File: config.mk
export PLATFORM = sky130hd
export DESIGN_NAME = clear_and_invert_ops
export DESIGN_NICKNAME = d
export VERILOG_FILES = /design/src/core/clear_and_invert_ops_pkg.sv /design/src/core/clear_and_invert_ops.sv
export SDC_FILE = /design/constraint.sdc
export NUM_CORES = 1
export LEC_CHECK = 0
export ABC_AREA = 0
export BUFFER_PORTS_ARGS = -buffer_cell sky130_fd_sc_hd__buf_2
export CORE_UTILIZATION = 37
export CTS_CLUSTER_DIAMETER = 80
export DETAILED_ROUTE_END_ITERATION = 16
export GPL_TIMING_DRIVEN = 0
export PLACE_DENSITY = 0.71
export REMOVE_ABC_BUFFERS = 1
export SYNTH_ARGS = -nofsm -noshare
export SYNTH_HDL_FRONTEND = slang
export SYNTH_SLANG_ARGS = --single-unit
File: constraint.sdc
create_clock -name clk -period 2.1 [get_ports clk]
set_input_delay 0.105 -clock clk [delete_from_list [all_inputs] [get_ports clk]]
set_output_delay 0.105 -clock clk [all_outputs]
set_load 0.02 [all_outputs]
File: src/core/clear_and_invert_ops_pkg.sv
// Constants and types shared by the clear and invert instruction block
package clear_and_invert_ops_pkg;
  localparam int          INSTR_W        = 12;
  localparam int          PC_W           = 11;
  localparam int          DATA_W         = 8;
  localparam int          FADDR_W        = 5;
  localparam logic [11:0] OP_KICK_GUARD  = 12'h004;
  localparam logic [11:0] CALL_MASK      = 12'hf00;
  localparam logic [11:0] CALL_CODE      = 12'h900;
  localparam logic [11:0] WIPE_MASK      = 12'hfe0;
  localparam logic [11:0] WIPE_CODE      = 12'h060;
  localparam logic [11:0] INVERT_MASK    = 12'hfc0;
  localparam logic [11:0] INVERT_CODE    = 12'h240;
  localparam int          DEST_BIT       = 5;
  localparam logic [7:0]  ZERO_BYTE      = 8'h00;
  localparam logic [10:0] PC_RESET       = 11'h7ff;
  localparam logic [10:0] PC_STEP        = 11'h001;
  localparam logic [7:0]  COUNT_STEP     = 8'h01;
  localparam logic [7:0]  COUNT_TOP      = 8'hff;

  typedef enum logic {PH_EXEC, PH_FLUSH} phase_t;

  typedef struct packed {
    phase_t      phase;
    logic [10:0] pc;
    logic [10:0] stack_head;
    logic [10:0] stack_low;
    logic [7:0]  w;
    logic        null_result_flag;
    logic        expired_guard_flag;
    logic        sleep_entered_flag;
    logic [7:0]  guard_timer;
    logic [7:0]  prescaler;
    logic        file_we;
    logic [4:0]  file_wr_addr;
    logic [7:0]  file_wr_data;
  } state_t;
endpackage

File: src/core/clear_and_invert_ops.sv
// Execution core for call, wipe, guard kick and invert instructions
`timescale 1ns/1ns
`default_nettype none

// How it works
// - After call: PC=target, stack head=call+1
// - Wipe writes 00h, sets null flag only
// - Kick zeroes guard timer, prescaler if assigned
// - Kick sets expired and sleep flags only
// - Opcode 0000 0000 0100 is kick
// - Invert complements file to W or file
// - Call pushes PC+1 in the same cycle as loading target
// - Call takes two cycles, second is idle
module clear_and_invert_ops (
  input  wire logic        clk,
  input  wire logic        resetn,
  input  wire logic [11:0] instr,
  input  wire logic [7:0]  file_rd_data,
  input  wire logic [1:0]  page_select,
  input  wire logic        prescaler_to_guard,
  input  wire logic        guard_tick,
  output logic      [10:0] pc,
  output logic      [10:0] stack_head,
  output logic      [7:0]  w,
  output logic             null_result_flag,
  output logic             expired_guard_flag,
  output logic             sleep_entered_flag,
  output logic      [7:0]  guard_timer,
  output logic      [7:0]  prescaler,
  output logic             file_we,
  output logic      [4:0]  file_wr_addr,
  output logic      [7:0]  file_wr_data,
  output logic             flushing
);
  // Short local names for the shared constants
  localparam int          DATA_W      = clear_and_invert_ops_pkg::DATA_W;
  localparam int          FADDR_W     = clear_and_invert_ops_pkg::FADDR_W;
  localparam int          PC_W        = clear_and_invert_ops_pkg::PC_W;
  localparam int          DEST_BIT    = clear_and_invert_ops_pkg::DEST_BIT;
  localparam logic [11:0] KICK_OP     = clear_and_invert_ops_pkg::OP_KICK_GUARD;
  localparam logic [11:0] CALL_MASK   = clear_and_invert_ops_pkg::CALL_MASK;
  localparam logic [11:0] CALL_CODE   = clear_and_invert_ops_pkg::CALL_CODE;
  localparam logic [11:0] WIPE_MASK   = clear_and_invert_ops_pkg::WIPE_MASK;
  localparam logic [11:0] WIPE_CODE   = clear_and_invert_ops_pkg::WIPE_CODE;
  localparam logic [11:0] INVERT_MASK = clear_and_invert_ops_pkg::INVERT_MASK;
  localparam logic [11:0] INVERT_CODE = clear_and_invert_ops_pkg::INVERT_CODE;
  localparam logic [7:0]  ZERO_BYTE   = clear_and_invert_ops_pkg::ZERO_BYTE;
  localparam logic [7:0]  COUNT_STEP  = clear_and_invert_ops_pkg::COUNT_STEP;
  localparam logic [7:0]  COUNT_TOP   = clear_and_invert_ops_pkg::COUNT_TOP;
  localparam logic [10:0] PC_RESET    = clear_and_invert_ops_pkg::PC_RESET;
  localparam logic [10:0] PC_STEP     = clear_and_invert_ops_pkg::PC_STEP;

  // Call literal fills the low byte; the page sits above one cleared bit
  localparam int          LIT_W       = DATA_W;
  localparam int          PAGE_W      = PC_W - DATA_W - 1;

  // Status flags of the guard start high, as after power-up
  localparam clear_and_invert_ops_pkg::state_t RESET_STATE = '{
    phase:              clear_and_invert_ops_pkg::PH_EXEC,
    pc:                 PC_RESET,
    stack_head:         '0,
    stack_low:          '0,
    w:                  ZERO_BYTE,
    null_result_flag:   1'h0,
    expired_guard_flag: 1'h1,
    sleep_entered_flag: 1'h1,
    guard_timer:        ZERO_BYTE,
    prescaler:          ZERO_BYTE,
    file_we:            1'h0,
    file_wr_addr:       '0,
    file_wr_data:       ZERO_BYTE
  };

  clear_and_invert_ops_pkg::state_t state_reg;
  clear_and_invert_ops_pkg::state_t state_next;

  logic                 is_kick;
  logic                 is_call;
  logic                 is_wipe;
  logic                 is_invert;
  logic                 dest_is_file;
  logic [FADDR_W-1:0]   file_addr;
  logic [LIT_W-1:0]     call_literal;
  logic [PAGE_W-1:0]    page_bits;
  logic [DATA_W-1:0]    inverted;
  logic                 inverted_is_zero;
  logic [10:0]          pc_plus_one;
  logic [10:0]          call_target;
  logic                 prescaler_wrap;
  logic                 guard_step;
  logic                 guard_wrap;

  // Instruction decode
  // Kick opcode match
  assign is_kick          = (instr == KICK_OP);
  assign is_call          = ((instr & CALL_MASK) == CALL_CODE);
  assign is_wipe          = ((instr & WIPE_MASK) == WIPE_CODE);
  assign is_invert        = ((instr & INVERT_MASK) == INVERT_CODE);
  assign dest_is_file     = instr[DEST_BIT];
  assign file_addr        = instr[FADDR_W-1:0];
  assign call_literal     = instr[LIT_W-1:0];
  assign page_bits        = page_select;

  genvar bit_idx;
  generate
    for (bit_idx = 0; bit_idx < DATA_W; bit_idx = bit_idx + 1) begin : g_invert
      assign inverted[bit_idx] = ~file_rd_data[bit_idx];
    end
  endgenerate

  assign inverted_is_zero = (inverted == ZERO_BYTE);

  // Return address is the next word
  assign pc_plus_one      = state_reg.pc + PC_STEP;

  assign call_target      = {page_bits, 1'h0, call_literal};

  // The prescaler counts every tick; the guard uses its wrap only when assigned
  assign prescaler_wrap   = guard_tick && (state_reg.prescaler == COUNT_TOP);
  assign guard_step       = prescaler_to_guard ? prescaler_wrap : guard_tick;
  assign guard_wrap       = guard_step && (state_reg.guard_timer == COUNT_TOP);

  always_comb begin
    state_next         = state_reg;
    state_next.file_we = 1'h0;

    // Free-running counting; a kick below overrides the guard timer, and the prescaler when assigned, in the same cycle
    if (guard_tick) begin
      state_next.prescaler = state_reg.prescaler + COUNT_STEP;
    end
    if (guard_step) begin
      state_next.guard_timer = state_reg.guard_timer + COUNT_STEP;
    end
    // A guard overflow drops the expired flag until the next kick
    if (guard_wrap) begin
      state_next.expired_guard_flag = 1'h0;
    end

    case (state_reg.phase)
      clear_and_invert_ops_pkg::PH_FLUSH: begin
        state_next.phase = clear_and_invert_ops_pkg::PH_EXEC;
      end

      clear_and_invert_ops_pkg::PH_EXEC: begin
        // Single-cycle ops advance by one word
        state_next.pc = pc_plus_one;

        if (is_call) begin
          state_next.stack_low  = state_reg.stack_head;
          state_next.stack_head = pc_plus_one;
          state_next.pc         = call_target;
          state_next.phase      = clear_and_invert_ops_pkg::PH_FLUSH;
        end else if (is_kick) begin
          state_next.guard_timer = ZERO_BYTE;
          if (prescaler_to_guard) begin
            state_next.prescaler = ZERO_BYTE;
          end
          state_next.expired_guard_flag = 1'h1;
          state_next.sleep_entered_flag = 1'h1;
        end else if (is_wipe) begin
          state_next.file_we          = 1'h1;
          state_next.file_wr_addr     = file_addr;
          state_next.file_wr_data     = ZERO_BYTE;
          state_next.null_result_flag = 1'h1;
        end else if (is_invert) begin
          if (dest_is_file) begin
            state_next.file_we      = 1'h1;
            state_next.file_wr_addr = file_addr;
            state_next.file_wr_data = inverted;
          end else begin
            state_next.w = inverted;
          end
          state_next.null_result_flag = inverted_is_zero;
        end else begin
          // Other opcodes belong to other blocks; here only the PC moves on by one word
          state_next.phase = clear_and_invert_ops_pkg::PH_EXEC;
        end
      end

      default: begin
        state_next.phase = clear_and_invert_ops_pkg::PH_EXEC;
      end
    endcase
  end

  always_ff @(posedge clk or negedge resetn) begin
    if (!resetn) begin
      state_reg <= RESET_STATE;
    end else begin
      state_reg <= state_next;
    end
  end

  // Every output is a field of the state register
  assign pc                 = state_reg.pc;
  assign stack_head         = state_reg.stack_head;
  assign w                  = state_reg.w;
  assign null_result_flag   = state_reg.null_result_flag;
  assign expired_guard_flag = state_reg.expired_guard_flag;
  assign sleep_entered_flag = state_reg.sleep_entered_flag;
  assign guard_timer        = state_reg.guard_timer;
  assign prescaler          = state_reg.prescaler;
  assign file_we            = state_reg.file_we;
  assign file_wr_addr       = state_reg.file_wr_addr;
  assign file_wr_data       = state_reg.file_wr_data;
  // The lower stack level is kept in the state register only; no output carries it
  assign flushing           = (state_reg.phase == clear_and_invert_ops_pkg::PH_FLUSH);
endmodule
`default_nettype wire

==> results.md, run 1 <==
- Pleak: 1.79 nW
- Worst setup startpoint: pc[0]
- Max cap viols: 0
- Core Rows: 32
- Tightest Pin Transition: slightly above 0.8 ns
- Routed WL per cell: 14.6 um
- # setup viols final: 0
- Pins over their slew limit: 0
- Worst setup EP type: register
- Die X: 92.0 um
- Max Clock Skew: a little under 0.007 ns
- Peak VDD IR: between 0.6 and 0.7 mV
- CP startpoint kind: register
- Clock-pin slew on the worst setup and hold paths: 0.07 ns
- Global routing usage on met2: approximately a quarter
- Global-route wire length before repair: 11500 um
- Status: finished, final reports clean
- Mapped Cells: 280
- DR vias/cell: 5.17
- Final period utilization: between 90% and 100%
- Effective utilization at floorplan: 38.6%
- CTS tree: done
- #FFs+latches synth: 63
- Antenna violations before repair: 0
- Worst Hold Launch: instr[2]
- Min Tclk post-route: approximately 2.0 ns
- Slew margin rel.: about 45%
- Post-synth top flop: dfrtp_1
- Fillers: 747
- FFs w/ async S/R, synth: 100%
- Number of global-route vias before repair: ~2300
- Drc violations: 0
- Post-synth EDFFs: 0
- Port Buf Inserts: 88
- Clock latency at the later pin of the worst-skew pair: 0.32 ns
- Synthesis Warnings: 0
- Synthesis-to-layout area growth: 26.6%
- PwrDens: between 1000 and 1500 mW/mm^2
- Post-DRT Antenna Nets: 0
- Antenna cells: 0
- Final #Nets: 403
- CP arrival: between 2 and 2.5 ns
- Final instance area: 0.00380 mm^2
- Final WS setup: 0.148 ns
- GR Overflow Total: 0
- Maximum clock frequency: roughly 500 MHz
- Post-CTS setup buffers: 0
- CTS root buf: clkbuf_8
- Design Power: 0.00470 W
- Hold/Removal Path Class: input pin to register
- Largest net degree at the start of global routing: 64
- Cell area after synthesis: 0.00300 mm^2
- Pre-antenna DRT Iters: 4
- Avg Inst Size Synth: 10.7 um^2
- Detailed-route via count: 2489
- Die height: 92.0 um
- Reg2reg start: pc[0]
- CTS H-tree depth: 3
- Drt initial violations: 96
- Final Hold Fails: 0
- Worst Path Max Fanout: 7
- # IOs: 90
- Fin util: 48.9%
- Commonest non-fill, non-tap cells in the layout: 87 x buf_2, 50 x dfrtp_1, 27 x nor2_1
- Share of cells above drive strength 1: 35.4%
- WS Path Type: register to register
- Setup TNS Final: 0 ns
- Core Region: 0.00777 mm^2
- Die Area: 0.00847 mm^2
- Met3 Use GR: 3.15%
- DP Wirelength: between 4000 and 5000 um
- Cell variety after synth: between 50 and 60
- Most common cell after layout, fill and taps aside: buf_2
- Grt peak-use layer: met2
- Routed Wire Length: 7000 um
- Placed cell areas: 0.00349 mm^2
- Worst path required time: 2.33 ns
- All-Layer GR Usage: 17.4%
- Gp weighted congestion: 0.822
- CTS max path bufs: 2
- Seq/Total Area, Yosys: between 50% and 60%
- Met1 usage: 23.9%
- Place WS: -0.633 ns
- Clock sinks: 63
- Clock buffer count from CTS: 9
==> kinds of logic after synthesis <==
family | synth area share, %
AO/OA/AOI/OAI | 14.6
XOR/XNOR | 4.96
adder cells (fa/ha/maj) | 1.25
buffers and inverters | 3.46
flip-flops | 53.1
multiplexers | 4.38
other | 0.125
AND/OR/NAND/NOR | 18.1
==> through the flow <==
stage	cells	hold WS [ns]
after global placement	456	0.311
after floorplan	266	-0.191
after detailed placement	456	0.247
final	481	0.0614
after CTS	481	0.0395
after global routing	481	0.0480
==> cells in the mapped netlist, types with 2 or more instances <==
cell type | instances | area, um^2
clkbuf_1 | 5 | 18.8
o22a_1 | 6 | 52.6
ha_1 | 3 | 37.5
o22ai_1 | 2 | 12.5
nand2_1 | 25 | 93.8
o21bai_1 | 3 | 22.5
nand4_2 | 2 | 25.0
xor2_1 | 7 | 61.3
nor2_1 | 28 | 105
dfrtp_1 | 51 | 1280
mux2i_1 | 6 | 60.1
o211ai_1 | 4 | 30.0
and4_1 | 3 | 26.3
mux2_2 | 5 | 56.3
buf_6 | 2 | 22.5
nand3_1 | 7 | 35.0
nor3_1 | 4 | 20.0
xnor2_1 | 10 | 87.6
o2bb2ai_1 | 9 | 78.8
a31oi_1 | 2 | 12.5
or4_1 | 4 | 30.0
a21oi_1 | 19 | 95.1
dfstp_2 | 12 | 315
buf_4 | 2 | 15.0
buf_2 | 5 | 25.0
nand4_1 | 8 | 50.1
nor4_2 | 2 | 25.0
nand2b_1 | 3 | 18.8
inv_1 | 6 | 22.5
o21ai_0 | 14 | 70.1
==> routing by layer <==
| metal | up-vias | routed length, um |
|---|---|---|
| li1 | 1201 | - |
| met3 | 14 | 301 |
| met4 | 0 | 151 |
| met1 | 1191 | 3280 |
| met2 | 83 | 3270 |
| met5 | - | 0 |
==> layout make-up <==
type	count	area [um^2]	share of cell area (%)
sequential	63	1590	42.0
multi-input combinational	197	1330	34.9
timing repair buffer	97	533	14.0
clock buffer	13	179	4.71
tap	102	128	3.36
inverter	6	22.5	0.593
clock inverter	3	15.0	0.396
==> path summary, 6_finish.rpt <==
path | slack, ns | to | depth (start not counted)
max | 0.15 | pc[8] | 5
min | 0.06 | file_wr_addr[2] | 2
max reg2reg | 0.15 | pc[8] | 5
min reg2reg | 0.48 | w[1] | 2
max in group asynchronous | 1.11 | flushing | 2
min in group asynchronous | 0.41 | guard_timer[6] | 2
==> critical path: stages, from the launching register on <==
cell     delay, ns
dfstp_2       0.60
ha_1          0.27
nand3_1       0.30
nor3_1        0.39
mux2i_1       0.22
o21ai_0       0.09
==> state kept, by name, indices dropped and copies added, names as in the netlist <==
name,count
stack_head,11
flushing,1
null_result_flag,1
file_wr_data,8
file_wr_addr,5
w,8
expired_guard_flag,1
file_we,1
pc,11
prescaler,8
guard_timer,8
==> what timing repair did <==
item	in CTS	in global routing
hold endpoints to repair	67	0
resized for setup	1	4
cloned	0	0
hold buffers	9	0
endpoints found under the setup margin	10	25
==> where the power goes <==
part	leakage (nW)	internal (W)	switching, W
Clock	0.105	0.000552	0.000447
Combinational	0.921	0.000648	0.00101
Sequential	0.763	0.00164	0.000398
No activity file was read; power rests on OpenSTA's default activity.
==> run 2, diff against run 1 <==
--- a/config.mk
+++ b/config.mk
@@ -6,12 +6,13 @@
 export NUM_CORES = 1
 export LEC_CHECK = 0
 export ABC_AREA = 0
-export BUFFER_PORTS_ARGS = -buffer_cell sky130_fd_sc_hd__buf_2
+export CAP_MARGIN = 20
 export CORE_UTILIZATION = 37
 export CTS_CLUSTER_DIAMETER = 80
 export DETAILED_ROUTE_END_ITERATION = 16
+export DONT_BUFFER_PORTS = 1
 export GPL_TIMING_DRIVEN = 0
-export PLACE_DENSITY = 0.71
+export PLACE_DENSITY = 0.61
 export REMOVE_ABC_BUFFERS = 1
 export SYNTH_ARGS = -nofsm -noshare
 export SYNTH_HDL_FRONTEND = slang
==> results.md, run 2 (synthesis gave the netlist of run 1 again) <==
- Sw Ratio: roughly 40%
- Antenna cells: 0
- Fin util: ~45%
- Layout Cells excl Fill: 404
- Worst path required time: 2.34 ns
- Status: finished, final reports clean
- Max Clock Skew: 0.0102 ns
- Gp weighted congestion: 0.737
- Commonest non-fill, non-tap cells in the layout: 50 x dfrtp_1, 28 x nor2_1, 25 x nand2_1
- Crit path max-delay cell type: dfstp_2
- Drt initial violations: 50
- Reg2reg start: pc[0]
- CP startpoint kind: register
- Reg2Reg Setup Slack: 0.09 ns
- Post-CTS setup buffers: 0
- Largest net degree at the start of global routing: 64
- Die Area: about 0.0085 mm^2
- Clock buffer count from CTS: 9
- Maximum clock frequency: 498 MHz
- Clock latency at the later pin of the worst-skew pair: approximately 0.34 ns
- Min Tclk post-route: 2.01 ns
- DP Wirelength: 4690 um
- All-Layer GR Usage: between 10% and 20%
- Most common cell after layout, fill and taps aside: dfrtp_1
- Clock power share: 24.5%
- Global-route wire length before repair: 11500 um
- # setup viols final: 0
- Setup TNS Final: 0 ns
- Routed WL per cell: 17.2 um
- Detailed-route via count: around 2200
- Clock-pin slew on the worst setup and hold paths: 0.07 ns
- Worst Hold Launch: instr[9]
- Number of global-route vias before repair: 2280
- CTS H-tree depth: 3
- Die height: 92.0 um
- CTS tree: done
- # IOs: 90
- Pins over their slew limit: 0
- DR vias/cell: 5.43
- Final instance area: 0.00349 mm^2
- Worst setup startpoint: pc[0]
- Storage element area: 0.00159 mm^2
- CTS root buf: clkbuf_8
- Clock sinks: 63
- Placed cell areas: 0.00306 mm^2
- Psw: 0.00177 W
- Routed Wire Length: 6950 um
- Sequential share of power: between 50% and 60%
- Max cap viols: 0
- GR Overflow Total: 0
- Multi-input gate area: 0.00132 mm^2
- Post-DRT Antenna Nets: 0
- Share of cells above drive strength 1: ~15%
- CP arrival: 2.25 ns
- Die X: 92.0 um
- Final period utilization: 95.6%
- Pre-antenna DRT Iters: 4
- Final #Nets: 326
- Worst setup EP type: register
- Tightest Pin Transition: 0.863 ns
- PwrDens: between 1000 and 1500 mW/mm^2
- Comb pwr share: a little under a fifth
- RSZ-0062 raised after global routing: yes
- Post-Place Cells: 369
- Port Buf Inserts: 0
- Hold/Removal Path Class: input pin to register
- Synthesis-to-layout area growth: 16.4%
- WS Path Type: register to register
- Final Hold Fails: 0
- CTS max path bufs: 2
- Worst Path Max Fanout: 7
- Effective utilization at floorplan: 38.6%
- Pleak: around 1.5 nW
- Core Region: 0.00777 mm^2
- Peak VDD IR: 0.590 mV
- Fillers: 748
- Core Rows: 32
- Cell-internal power: 0.00270 W
- Crit path cell chain: ha_1 > nand3_1 > nor3_1 > mux2i_1 > o21ai_0
- Slew margin rel.: 42.2%
- Crit path largest cell delay: around 0.66 ns
- Antenna violations before repair: 0
- Drc violations: 0
run 2: timing repair:
action	in CTS	in global routing
endpoints found under the setup margin	7	1
gates resized for setup	2	1
hold buffers	19	0
endpoints found under the hold margin	95	0
cloned	0	0
run 2: final timing paths:
kind / end / depth (start not counted)
setup / recovery: pc[8] / 5
hold / removal: null_result_flag / 2
setup reg to reg: pc[8] / 5
hold reg to reg: pc[8] / 2
max in group asynchronous: pc[0] / 2
min in group asynchronous: stack_head[10] / 2
run 2: through the flow:
stage / hold slack (ns) / total power, W / setup WS (ns)
2_1_floorplan: -0.191 / 0.00308 / 0.150
3_3_place_gp: -0.189 / 0.00328 / -0.520
3_5_place_dp: -0.189 / 0.00332 / -0.117
4_1_cts: 0.0122 / 0.00450 / 0.0916
5_1_grt: 0.0287 / 0.00477 / -0.00637
6_report: 0.0274 / 0.00447 / 0.0922
run 2: per-layer routing:
metal	up-vias	track usage [%]	wire (um)
met5	-	0	0
met2	65	27.8	3370
met4	0	6.25	140
li1	1051	-	-
met1	1068	22.0	2990
met3	11	5.97	450
run 2: area by class of cell:
| class | count | share of cell area (%) |
|---|---|---|
| Clock buffer | 13 | 4.84 |
| Clock inverter | 3 | 1.15 |
| Inverter | 6 | 0.645 |
| Multi-Input combinational cell | 197 | 37.8 |
| Sequential cell | 63 | 45.6 |
| Tap cell | 102 | 3.66 |
| Timing Repair Buffer | 20 | 6.27 |
run 2: power groups by stage:
stage / combinational (W) / clock [W] / sequential (W)
2_1_floorplan: 0.000635 / 0 / 0.00245
3_3_place_gp: 0.000703 / 0 / 0.00258
3_5_place_dp: 0.000740 / 0 / 0.00258
4_1_cts: 0.000806 / 0.00113 / 0.00257
5_1_grt: 0.000940 / 0.00119 / 0.00264
6_report: 0.000811 / 0.00109 / 0.00256
run 2: worst max-delay path: cells and delay by family, from the launching register on:
family	cells	cell delay, ns
compound gates	1	0.09
fa+ha+maj	1	0.28
flops	1	0.66
mux	1	0.22
simple gates	2	0.66
